==> config.mk <==
export PLATFORM = sky130hd
export DESIGN_NAME = cscr_regs
export DESIGN_NICKNAME = d
export VERILOG_FILES = /design/src/shared/cscr_pkg.sv /design/src/logic/cscr_regs.sv
export SDC_FILE = /design/constraint.sdc
export NUM_CORES = 1
export LEC_CHECK = 0
export ABC_AREA = 1
export BUFFER_PORTS_ARGS = -buffer_cell sky130_fd_sc_hd__buf_4
export CAP_MARGIN = 10
export CORE_MARGIN = 2
export CORE_UTILIZATION = 50
export DETAILED_ROUTE_END_ITERATION = 8
export PLACE_DENSITY = 0.9
export SYNTH_ARGS = -nofsm -noshare
export SYNTH_HDL_FRONTEND = slang
export SYNTH_SLANG_ARGS = --single-unit
==> constraint.sdc <==
create_clock -name CLK -period 2.11 [get_ports CLK]
set_input_delay 0.3165 -clock CLK [delete_from_list [all_inputs] [get_ports CLK]]
set_output_delay 0.3165 -clock CLK [all_outputs]
set_load 0.05 [all_outputs]
==> src/shared/cscr_pkg.sv <==
/*
 * Package for the controller status and control register bank: register
 * offsets, field positions, reset values and the bus carrier struct.
 * Assumes a plain strobe register port with 32-bit data on a 100 MHz clock.
 */
package cscr_pkg;
   localparam int unsigned CSCR_AW = 32;
   localparam int unsigned CSCR_DW = 32;

   // Register byte addresses.
   localparam logic [31:0] CSCR_IRQ_STATUS_ADR = 32'h4000_0000;
   localparam logic [31:0] CSCR_IRQ_ENABLE_ADR = 32'h4000_0004;
   localparam logic [31:0] CSCR_MAIN_STATUS_ADR = 32'h4000_0008;
   localparam logic [31:0] CSCR_VERSION_ADR = 32'h4000_000C;
   localparam logic [31:0] CSCR_MAIN_CTRL_ADR = 32'h4000_0010;
   localparam logic [31:0] CSCR_SELF_TEST_ADR = 32'h4000_0014;
   localparam logic [31:0] CSCR_SYNC_CLR_ADR = 32'h4000_0024;
   localparam logic [31:0] CSCR_SYNC_STATUS_ADR = 32'h4000_0028;

   // Field positions.
   localparam int unsigned CSCR_WDOG_BIT = 2;
   localparam int unsigned CSCR_HERR_LO = 3;
   localparam int unsigned CSCR_HERR_HI = 6;
   localparam int unsigned CSCR_HERR_N = 4;
   localparam int unsigned CSCR_EN_LO = 4;
   localparam int unsigned CSCR_EN_HI = 6;
   localparam int unsigned CSCR_PLL_BIT = 0;
   localparam int unsigned CSCR_SUPPLY_BIT = 1;
   localparam int unsigned CSCR_PARKED_BIT = 2;
   localparam int unsigned CSCR_FASTPWR_BIT = 3;
   localparam int unsigned CSCR_NSTAT = 4;
   localparam int unsigned CSCR_WDEN_BIT = 0;
   localparam int unsigned CSCR_PRBS_BIT = 0;
   localparam int unsigned CSCR_SLOWBUS_BIT = 1;
   localparam int unsigned CSCR_LATCH_BIT = 0;
   localparam int unsigned CSCR_SYNC_BIT = 0;
   localparam int unsigned CSCR_BUILD_LO = 0;
   localparam int unsigned CSCR_MAJOR_LO = 12;
   localparam int unsigned CSCR_MINOR_LO = 20;
   localparam int unsigned CSCR_LEVEL_LO = 28;

   // Reset values.
   localparam logic CSCR_WDEN_RST = 1'h1;
   localparam logic [31:0] CSCR_ZERO = 32'h0000_0000;

   // Watchdog timeout.
   localparam longint unsigned CSCR_WDOG_S = 10;
   localparam longint unsigned CSCR_CLK_HZ = 100_000_000;
   localparam longint unsigned CSCR_WDOG_CYC = CSCR_WDOG_S * CSCR_CLK_HZ;

   typedef struct packed {
      logic [CSCR_AW-1:0] addr;
      logic [CSCR_DW-1:0] wdata;
      logic wr;
      logic rd;
   } cscr_bus_s;
endpackage

==> src/logic/cscr_regs.sv <==
/*
 * Status and control register bank of the micromirror-array controller:
 * interrupt status and enables, main status, version, watchdog, self-test
 * triggers and the sticky sync-error latch.
 * Assumes a one-clock strobe bus master and asynchronous status inputs.
 */
`timescale 1ns/10ps
// How it works
// - Enables 4..6 gate channel 1..3 hard-error status onto the interrupt; reset zero.
// - Main status is read-only; only hardware drives its bits.
// - Main status bit 0 shows PLL lock; resets to zero.
// - Main status bit 1 shows the array supply power-good.
// - Main status bit 2 shows the array parked state.
// - Main status bit 3 shows fast interface power on.
// - Version holds build 11:0, major 19:12, minor 27:20, read-only.
// - Version bits 31:28 are build level, read-only, zero by default.
// - Control bit 0 enables watchdog; resets to one.
// - Writing one to self-test bit 0 starts the link integrity test.
// - Writing one to self-test bit 1 starts the slow bus test.
// - Self-test bits self-clear and always read zero.
// - Latch reset high holds sync error clear; low arms capture.
// - A sync error sets the sticky sync-error flag.
// - Only the latch reset clears the sync-error flag.
// - Latch reset is bit 0, resets zero, upper bits unused.
// - Status bits 3..6 latch channel 0..3 hard errors; write one clears.
// - Enabled watchdog flags bit 2 after 10 s without block reset.
module cscr_regs
   import cscr_pkg::*;
#(
   parameter logic [11:0] BUILD_NUMBER = 12'h001,  // Arbitrary value.
   parameter logic [7:0] MAJOR_VERSION = 8'h01,    // Arbitrary value.
   parameter logic [7:0] MINOR_VERSION = 8'h00,    // Arbitrary value.
   parameter logic [3:0] BUILD_LEVEL = 4'h0,
   parameter longint unsigned WDOG_CYCLES = cscr_pkg::CSCR_WDOG_CYC
) (
   input wire logic CLK,                                    // 100 MHz clock
   input wire logic RSTN,                                   // Sync reset, low
   input wire cscr_pkg::cscr_bus_s BUS,                     // Register requests
   output logic [cscr_pkg::CSCR_DW-1:0] RDATA,              // Read data
   input wire logic [cscr_pkg::CSCR_HERR_N-1:0] HARD_ERR,   // Channel hard errors
   input wire logic PLL_LOCK,                               // PLL locked
   input wire logic ARRAY_SUPPLY_GOOD,                      // Array supply good
   input wire logic ARRAY_PARKED,                           // Array parked
   input wire logic FAST_IF_POWER_ON,                       // Fast interface power
   input wire logic ARRAY_BLOCK_RESET,                      // Block reset event
   input wire logic SYNC_ERR,                               // Interface sync error
   output logic IRQ,                                        // Interrupt, high
   output logic WATCHDOG_EN,                                // Watchdog enabled
   output logic LINK_INTEGRITY_TEST_GO,                     // One-cycle start
   output logic SLOW_BUS_TEST_GO,                           // One-cycle start
   output logic SYNC_ERR_LATCH_RESET                        // Latch clear level
);
   import cscr_pkg::*;

   localparam int unsigned WCW = $clog2(WDOG_CYCLES + 1);
   localparam int unsigned NSYNC = CSCR_HERR_N + CSCR_NSTAT + 2;

   // Elaboration refuses a watchdog span too short for the terminal compare.
   if (WDOG_CYCLES < 2) begin : g_wdog_check
      $error("WDOG_CYCLES must be at least 2");
   end

   ////////////////////////////////////////////////////////////////////////////
   // Input synchronisers.

   logic [NSYNC-1:0] meta_r;
   logic [NSYNC-1:0] sync_r;
   logic [NSYNC-1:0] raw_in;
   logic [CSCR_HERR_N-1:0] herr_s;
   logic [CSCR_NSTAT-1:0] stat_s;
   logic blkrst_s;
   logic syncerr_s;

   assign raw_in = {SYNC_ERR, ARRAY_BLOCK_RESET, FAST_IF_POWER_ON, ARRAY_PARKED,
                    ARRAY_SUPPLY_GOOD, PLL_LOCK, HARD_ERR};
   assign herr_s = sync_r[CSCR_HERR_N-1:0];
   assign stat_s = sync_r[CSCR_HERR_N +: CSCR_NSTAT];
   assign blkrst_s = sync_r[NSYNC-2];
   assign syncerr_s = sync_r[NSYNC-1];

   always_ff @(posedge CLK) begin
      if (!RSTN) begin
         meta_r <= '0;
         sync_r <= '0;
      end else begin
         meta_r <= raw_in;
         sync_r <= meta_r;
      end
   end

   ////////////////////////////////////////////////////////////////////////////
   // Write decode.

   function automatic logic hit(input cscr_bus_s b, input logic [31:0] adr);
      hit = b.addr == adr;
   endfunction

   logic wr_irq_st;
   logic wr_irq_en;
   logic wr_ctrl;
   logic wr_test;
   logic wr_clr;

   assign wr_irq_st = BUS.wr && hit(BUS, CSCR_IRQ_STATUS_ADR);
   assign wr_irq_en = BUS.wr && hit(BUS, CSCR_IRQ_ENABLE_ADR);
   assign wr_ctrl = BUS.wr && hit(BUS, CSCR_MAIN_CTRL_ADR);
   assign wr_test = BUS.wr && hit(BUS, CSCR_SELF_TEST_ADR);
   assign wr_clr = BUS.wr && hit(BUS, CSCR_SYNC_CLR_ADR);

   ////////////////////////////////////////////////////////////////////////////
   // Control registers.

   logic [CSCR_EN_HI:CSCR_WDOG_BIT] irq_en_r;
   logic wden_r;
   logic latch_rst_r;

   always_ff @(posedge CLK) begin
      if (!RSTN) begin
         irq_en_r <= '0;
      end else if (wr_irq_en) begin
         irq_en_r <= BUS.wdata[CSCR_EN_HI:CSCR_WDOG_BIT];
      end
   end

   always_ff @(posedge CLK) begin
      if (!RSTN) begin
         wden_r <= CSCR_WDEN_RST;
      end else if (wr_ctrl) begin
         wden_r <= BUS.wdata[CSCR_WDEN_BIT];
      end
   end

   always_ff @(posedge CLK) begin
      if (!RSTN) begin
         latch_rst_r <= 1'h0;
      end else if (wr_clr) begin
         latch_rst_r <= BUS.wdata[CSCR_LATCH_BIT];
      end
   end

   // Triggers are pulses; no storage so a read can never see them.
   always_ff @(posedge CLK) begin
      if (!RSTN) begin
         LINK_INTEGRITY_TEST_GO <= 1'h0;
         SLOW_BUS_TEST_GO <= 1'h0;
      end else begin
         LINK_INTEGRITY_TEST_GO <= wr_test && BUS.wdata[CSCR_PRBS_BIT];
         SLOW_BUS_TEST_GO <= wr_test && BUS.wdata[CSCR_SLOWBUS_BIT];
      end
   end

   ////////////////////////////////////////////////////////////////////////////
   // Watchdog and interrupt status.

   logic [WCW-1:0] wdog_cnt_r;
   logic wdog_hit;
   logic [CSCR_HERR_HI:CSCR_WDOG_BIT] irq_st_r;
   logic [CSCR_HERR_HI:CSCR_WDOG_BIT] irq_set;

   assign wdog_hit = wden_r && (wdog_cnt_r == WCW'(WDOG_CYCLES - 1));

   // Restarts on each block reset, and when disabled so re-enabling starts fresh.
   always_ff @(posedge CLK) begin
      if (!RSTN) begin
         wdog_cnt_r <= '0;
      end else if (!wden_r || blkrst_s || wdog_hit) begin
         wdog_cnt_r <= '0;
      end else begin
         wdog_cnt_r <= wdog_cnt_r + WCW'(1);
      end
   end

   assign irq_set = {herr_s, wdog_hit};

   // A new event in the clearing cycle wins over the clear.
   always_ff @(posedge CLK) begin
      if (!RSTN) begin
         irq_st_r <= '0;
      end else begin
         irq_st_r <= irq_set |
            (irq_st_r & ~(wr_irq_st ? BUS.wdata[CSCR_HERR_HI:CSCR_WDOG_BIT] : '0));
      end
   end

   always_ff @(posedge CLK) begin
      if (!RSTN) begin
         IRQ <= 1'h0;
      end else begin
         IRQ <= |(irq_st_r & irq_en_r);
      end
   end

   ////////////////////////////////////////////////////////////////////////////
   // Main status and sync-error latch.

   logic [CSCR_NSTAT-1:0] main_st_r;
   logic sync_flag_r;

   always_ff @(posedge CLK) begin
      if (!RSTN) begin
         main_st_r <= '0;
      end else begin
         main_st_r <= stat_s;
      end
   end

   // The clear is a level, so an error during it stays lost by design.
   always_ff @(posedge CLK) begin
      if (!RSTN) begin
         sync_flag_r <= 1'h0;
      end else if (latch_rst_r) begin
         sync_flag_r <= 1'h0;
      end else if (syncerr_s) begin
         sync_flag_r <= 1'h1;
      end
   end

   always_ff @(posedge CLK) begin
      if (!RSTN) begin
         WATCHDOG_EN <= CSCR_WDEN_RST;
         SYNC_ERR_LATCH_RESET <= 1'h0;
      end else begin
         WATCHDOG_EN <= wr_ctrl ? BUS.wdata[CSCR_WDEN_BIT] : wden_r;
         SYNC_ERR_LATCH_RESET <= wr_clr ? BUS.wdata[CSCR_LATCH_BIT] : latch_rst_r;
      end
   end

   ////////////////////////////////////////////////////////////////////////////
   // Read port; unmapped addresses read zero.

   logic [31:0] rd_mux;

   always_comb begin
      rd_mux = CSCR_ZERO;
      unique case (BUS.addr)
         CSCR_IRQ_STATUS_ADR: rd_mux[CSCR_HERR_HI:CSCR_WDOG_BIT] = irq_st_r;
         CSCR_IRQ_ENABLE_ADR: rd_mux[CSCR_EN_HI:CSCR_WDOG_BIT] = irq_en_r;
         CSCR_MAIN_STATUS_ADR: rd_mux[CSCR_NSTAT-1:0] = main_st_r;
         CSCR_VERSION_ADR: rd_mux = {BUILD_LEVEL, MINOR_VERSION, MAJOR_VERSION,
                                     BUILD_NUMBER};
         CSCR_MAIN_CTRL_ADR: rd_mux[CSCR_WDEN_BIT] = wden_r;
         CSCR_SELF_TEST_ADR: rd_mux = CSCR_ZERO;
         CSCR_SYNC_CLR_ADR: rd_mux[CSCR_LATCH_BIT] = latch_rst_r;
         CSCR_SYNC_STATUS_ADR: rd_mux[CSCR_SYNC_BIT] = sync_flag_r;
         default: rd_mux = CSCR_ZERO;
      endcase
   end

   always_ff @(posedge CLK) begin
      if (!RSTN) begin
         RDATA <= '0;
      end else if (BUS.rd) begin
         RDATA <= rd_mux;
      end else begin
         RDATA <= '0;
      end
   end
endmodule

## After elaboration in Yosys (flattened, before gate mapping)

Index checks and enable logic that the tools add are counted.

| word-level totals | value |
|---|---|
| register bits | 102 |
| bits in latches | 0 |
| bits in writable memories | 0 |
| bits in read-only memories | 0 |
| word-level logic and storage cells | 50 |
| memories | 0 |

| cells by class | value |
|---|---|
| add/subtract/negate cells | 1 |
| multiply operators | 0 |
| div/mod/pow operators | 0 |
| order comparisons | 0 |
| equality and inequality tests | 9 |
| shift operators | 0 |
| mux-type cells | 5 |
| bitwise operators | 5 |
| reduce and logical (&&, ||, !) cells | 16 |

Operator list:

| operator | count |
|---|---|
| $eq A32 B31 Y1 const B | 8 |
| $add A30 B1 Y30 const B | 1 |
| $eq A30 B30 Y1 const B | 1 |
| $and A5 B5 Y5 | 2 |
| $logic_and A1 B1 Y1 | 8 |
| $mux W6 | 1 |
| $pmux W2 S3 | 1 |
| $pmux W3 S2 | 1 |
| $mux W5 | 1 |
| $not A5 Y5 | 1 |
| $or A5 B5 Y5 | 1 |
| $pmux W1 S5 | 1 |
| $reduce_or A5 Y1 | 1 |
| $reduce_or A2 Y1 | 2 |
| $reduce_and A3 Y1 | 1 |
| $logic_or A1 B1 Y1 | 2 |
| $reduce_and A2 Y1 | 1 |
| $logic_not A1 Y1 | 1 |
| $not A1 Y1 | 1 |

## Longest topological paths before layout

| depth | value |
|---|---|
| word-level depth | 6 |
| depth in mapped cells | 11 |
| depth with buffers taken out | 10 |

## Worst setup path before layout

OpenSTA, ideal clock, no wires.

| path | value |
|---|---|
| kind | reg-to-reg |
| start | register wdog_cnt_r[0] |
| end | register wdog_cnt_r[14] |
| library setup time | 120 ps |
| arrival time | 1422 ps |
| required time | 1990 ps |
| setup slack | 568 ps |
| stages on the path, launching flop included | 12 |
| clock period less this slack | 1542 ps |
| cells stage by stage | dfxtp_1 > ha_1 > nand2_4 > nor2_4 > inv_2 > nor2_4 > inv_2 > nor2_1 > nand2_1 > nand2_2 > buf_6 > nor3_1 |

| between the ends | value |
|---|---|
| cells in the longest elaborated chain, start to end | 4 |
| elaborated cells on any way between the ends | 5 |
| those cells by class | 1 x add/sub; 1 x eq/ne; 3 x reduce/logical |

RTL lines:

| what | line | text |
|---|---|---|
| from (decl) | cscr_regs.sv:155 | `logic [WCW-1:0] wdog_cnt_r;` |
| from (signal assigned) | cscr_regs.sv:169 | `wdog_cnt_r <= wdog_cnt_r + WCW'(1);` |
| branches (longest 4 deep; another with $add A30 B1 Y30) | -- |  |

Parallel ways; which one is timed is not known.
A chain may end at the register's enable or synchronous reset.

## Final worst setup path

| path | value |
|---|---|
| start | register wdog_cnt_r[0] |
| end | register wdog_cnt_r[16] |

Same word-level chain as after synthesis.

==> results.sh <==
export IMPL_dp_slack_ns=0.311
export IMPL_ys_seq_elements=78
export IMPL_cap_violations=0
export IMPL_ys_types=32
export IMPL_via_per_inst=4.85
export IMPL_swShare_pct=25.7
export IMPL_pwr_share_clk_pct=38.7
export IMPL_synth_edf_count=0
export IMPL_combPwrFrac_pct=8.9
export IMPL_slew_viol_final=0
export IMPL_synth_area_leaders="dfxtp_1 42%, nand2_1 15%, nor2_1 8.6%, inv_1 6.7%, buf_4 4.9%"
export IMPL_routed_wl_mm=7.96
export IMPL_ys_top_cells_by_count="143 x nand2_1, 84 x nor2_1, 78 x dfxtp_1"
export IMPL_critPathMaxFanout=30
export IMPL_start_util_pct=51.3
export IMPL_dp_hpwl_mm=6.05
export IMPL_antenna_found_initial=0
export IMPL_worst_setup_path_type="flip-flop to flip-flop"
export IMPL_p_leak_nw=1.92
export IMPL_r2r_cells=11
export IMPL_die_area_um2=8070
export IMPL_synth_top_area_share_pct=42.4
export IMPL_cp_end_kind="flip-flop"
export IMPL_hold_path_class="primary input to flip-flop"
export IMPL_die_h_um=89.8
export IMPL_synth_cells=532
export IMPL_grt_overflow_total=0
export IMPL_critPathLaunchType="flip-flop"
export IMPL_vdd_drop_max_uv=431
export IMPL_grt_util_all_layers_pct=20.0
export IMPL_area_growth_pct=18.5
export IMPL_layout_nets=679
export IMPL_r2r_setup_slack_ns=0.33
export IMPL_r2r_end="wdog_cnt_r[16]$_SDFF_PP0_"
export IMPL_intPower_mw=2.14
export IMPL_drive_above_1_share_pct=16.9
export IMPL_cts_path_max_buffers=2
export IMPL_ys_flop_type="dfxtp_1"
export IMPL_grt_pass1_wl_mm=13.4
export IMPL_cts_root_buf="clkbuf_8"
export IMPL_diodes=0
export IMPL_drt_wirelength_per_cell_um=11.3
export IMPL_firstDrtPassIters=5
export IMPL_clock_skew_ns=0.00938
export IMPL_synth_most_common_cell="nand2_1"
export IMPL_arrival_ns=2.03
export IMPL_async_reset_ff_share_pct=0
export IMPL_synth_seq_area_share_pct=42.4
export IMPL_fmax_mhz=560
export IMPL_finalHoldViolations=0
export IMPL_yosysWarnings=0
export IMPL_rows=31
export IMPL_grt_max_degree=36
export IMPL_setup_ws_ns=0.326
export IMPL_drt_iter0_drc=284
export IMPL_clkLatencyLatePin_ns=0.36
export IMPL_cts_setup_buffers=0
export IMPL_synth_top_cell_by_area="dfxtp_1"
export IMPL_grt_pass1_vias=3035
export IMPL_port_buffers=65
export IMPL_clock_sinks=78
export IMPL_setup_tns_ns=0
export IMPL_status="finished, final reports clean"
export IMPL_avgSynthCellArea_um2=6.92
export IMPL_critPathRequiredTime_ns=2.36
export IMPL_cts_resized=0
export IMPL_die_w_um=89.8
export IMPL_hold_path_endpoint="meta_r[4]$_SDFF_PN0_"
export IMPL_cts_buffers_inserted=9
export IMPL_pwr_share_seq_pct=52.5
export IMPL_ant_nets=0
export IMPL_place_gp_congestion=0.917
export IMPL_hold_buffers=0
export IMPL_power_density_nw_per_um2=661
export IMPL_r2r_start="wdog_cnt_r[0]$_SDFF_PP0_"
export IMPL_cts_tree="built"
export IMPL_io_pins=115
export IMPL_fin_crit_sh_pct=84.6
export IMPL_vias=3417
export IMPL_min_delay_start="PLL_LOCK"
export IMPL_synth_area_um2=3680
export IMPL_drc=0
export IMPL_clk_pin_slew_ns=0.08
export IMPL_whs_path_depth=3
export IMPL_core_area_um2=7180
export IMPL_switching_power_uw=742
export IMPL_setup_viol=0
export IMPL_cts_htree_levels=3
export IMPL_rsz0062_at_grt="false"
export IMPL_layout_min_cycle_time_ns=1.78
## sequential cells by signal (all words and copies together) (netlist names)
signal	flops
irq_st_r	5
IRQ	1
wdog_cnt_r	30
RDATA	8
SYNC_ERR_LATCH_RESET	1
WATCHDOG_EN	1
SLOW_BUS_TEST_GO	1
meta_r	10
main_st_r	4
sync_r	10
irq_en_r	5
LINK_INTEGRITY_TEST_GO	1
sync_flag_r	1
## critical path: stages, from the launching register on
cell and delay [ns]:
dfxtp_1 0.36, ha_1 0.25, nand2_4 0.08, nor2_4 0.12, inv_2 0.08, nor2_4 0.18, inv_2 0.07, nor2_1 0.10
nand2_1 0.09, nand2_2 0.10, buf_12 0.18, nor2_1 0.06
## per-layer routing
layer | vias up | GRT usage (%) | wire length, µm
met1 | 1491 | 25.7 | 3560
met4 | 0 | 9.49 | 285
li1 | 1740 | - | -
met5 | - | 0 | 0
met3 | 31 | 3.35 | 483
met2 | 155 | 32.8 | 3630
## worst max path at each step
| stage | startpoint | to | slack (ns) | depth (start not counted) |
|---|---|---|---|---|
| 3_5_place_dp | wdog_cnt_r[0]$_SDFF_PP0_ | wdog_cnt_r[16]$_SDFF_PP0_ | 0.31 | 11 |
| 4_1_cts | wdog_cnt_r[0]$_SDFF_PP0_ | wdog_cnt_r[16]$_SDFF_PP0_ | 0.30 | 11 |
| 3_3_place_gp | wdog_cnt_r[0]$_SDFF_PP0_ | wdog_cnt_r[10]$_SDFF_PP0_ | 0.36 | 11 |
| 5_1_grt | wdog_cnt_r[0]$_SDFF_PP0_ | wdog_cnt_r[9]$_SDFF_PP0_ | 0.12 | 11 |
| 6_report | wdog_cnt_r[0]$_SDFF_PP0_ | wdog_cnt_r[16]$_SDFF_PP0_ | 0.33 | 11 |
| 2_1_floorplan | wdog_cnt_r[0]$_SDFF_PP0_ | wdog_cnt_r[14]$_SDFF_PP0_ | 0.57 | 11 |
## power by group through the flow
stage               Sequential [mW]  Combinational (mW)  Clock (mW)
floorplan                      1.54               0.202           0
global placement               1.55               0.249           0
finish                         1.51               0.256        1.11
CTS                            1.51               0.256        1.13
detailed placement             1.55               0.255           0
global route                   1.52               0.278        1.20
## placed cells by master (no fill, tap or decap), types with 2 or more instances in the layout
master | synthesis | final
or2_0 | 4 | 4
inv_2 | 4 | 4
conb_1 | 1 | 24
nand2_1 | 143 | 143
inv_1 | 66 | 66
nor2_1 | 84 | 84
nand3b_1 | 4 | 4
nor3b_1 | 3 | 3
nand3_1 | 25 | 25
xnor2_1 | 3 | 3
clkbuf_8 | 0 | 9
nor3_2 | 2 | 2
nand2_2 | 2 | 2
a21oi_2 | 2 | 2
or2_2 | 2 | 2
nor2_4 | 3 | 3
buf_4 | 24 | 66
inv_6 | 0 | 2
o21ai_0 | 8 | 8
nand4_1 | 8 | 8
xor2_1 | 5 | 5
dfxtp_1 | 78 | 78
a21oi_1 | 25 | 25
nor2_2 | 2 | 2
nor4_1 | 6 | 6
nor3_1 | 14 | 14
## final cells by class
| class | count | area [µm²] |
|---|---|---|
| flip-flops and latches | 78 | 1560 |
| clock inverters | 6 | 68.8 |
| well taps | 99 | 124 |
| inverters | 70 | 263 |
| multi-input cells | 374 | 1710 |
| clock buffers | 10 | 128 |
| fillers | 647 | 2810 |
| repair buffers | 67 | 515 |
## logic make-up after synthesis
kind of cell    count (synthesis)  synth area share [%]
xor+xnor                        8                  1.90
compound gates                 36                  5.20
flops                          78                  42.4
buf+inv                       103                  13.7
simple gates                  305                  36.4
fa+ha+maj                       1                 0.340
other cells                     1                 0.102
## metrics by stage
step,instance area (µm²),power [mW],hold slack (ns),cells,utilization [%]
after global placement,4170,1.80,0.393,688,58.1
after detailed placement,4170,1.80,0.395,688,58.1
final,4370,2.88,0.139,704,60.8
after global routing,4370,2.99,0.127,704,60.8
after floorplan,3770,1.75,0.390,555,-
after CTS,4370,2.90,0.127,704,60.8
(Power assumes the default switching activity.)
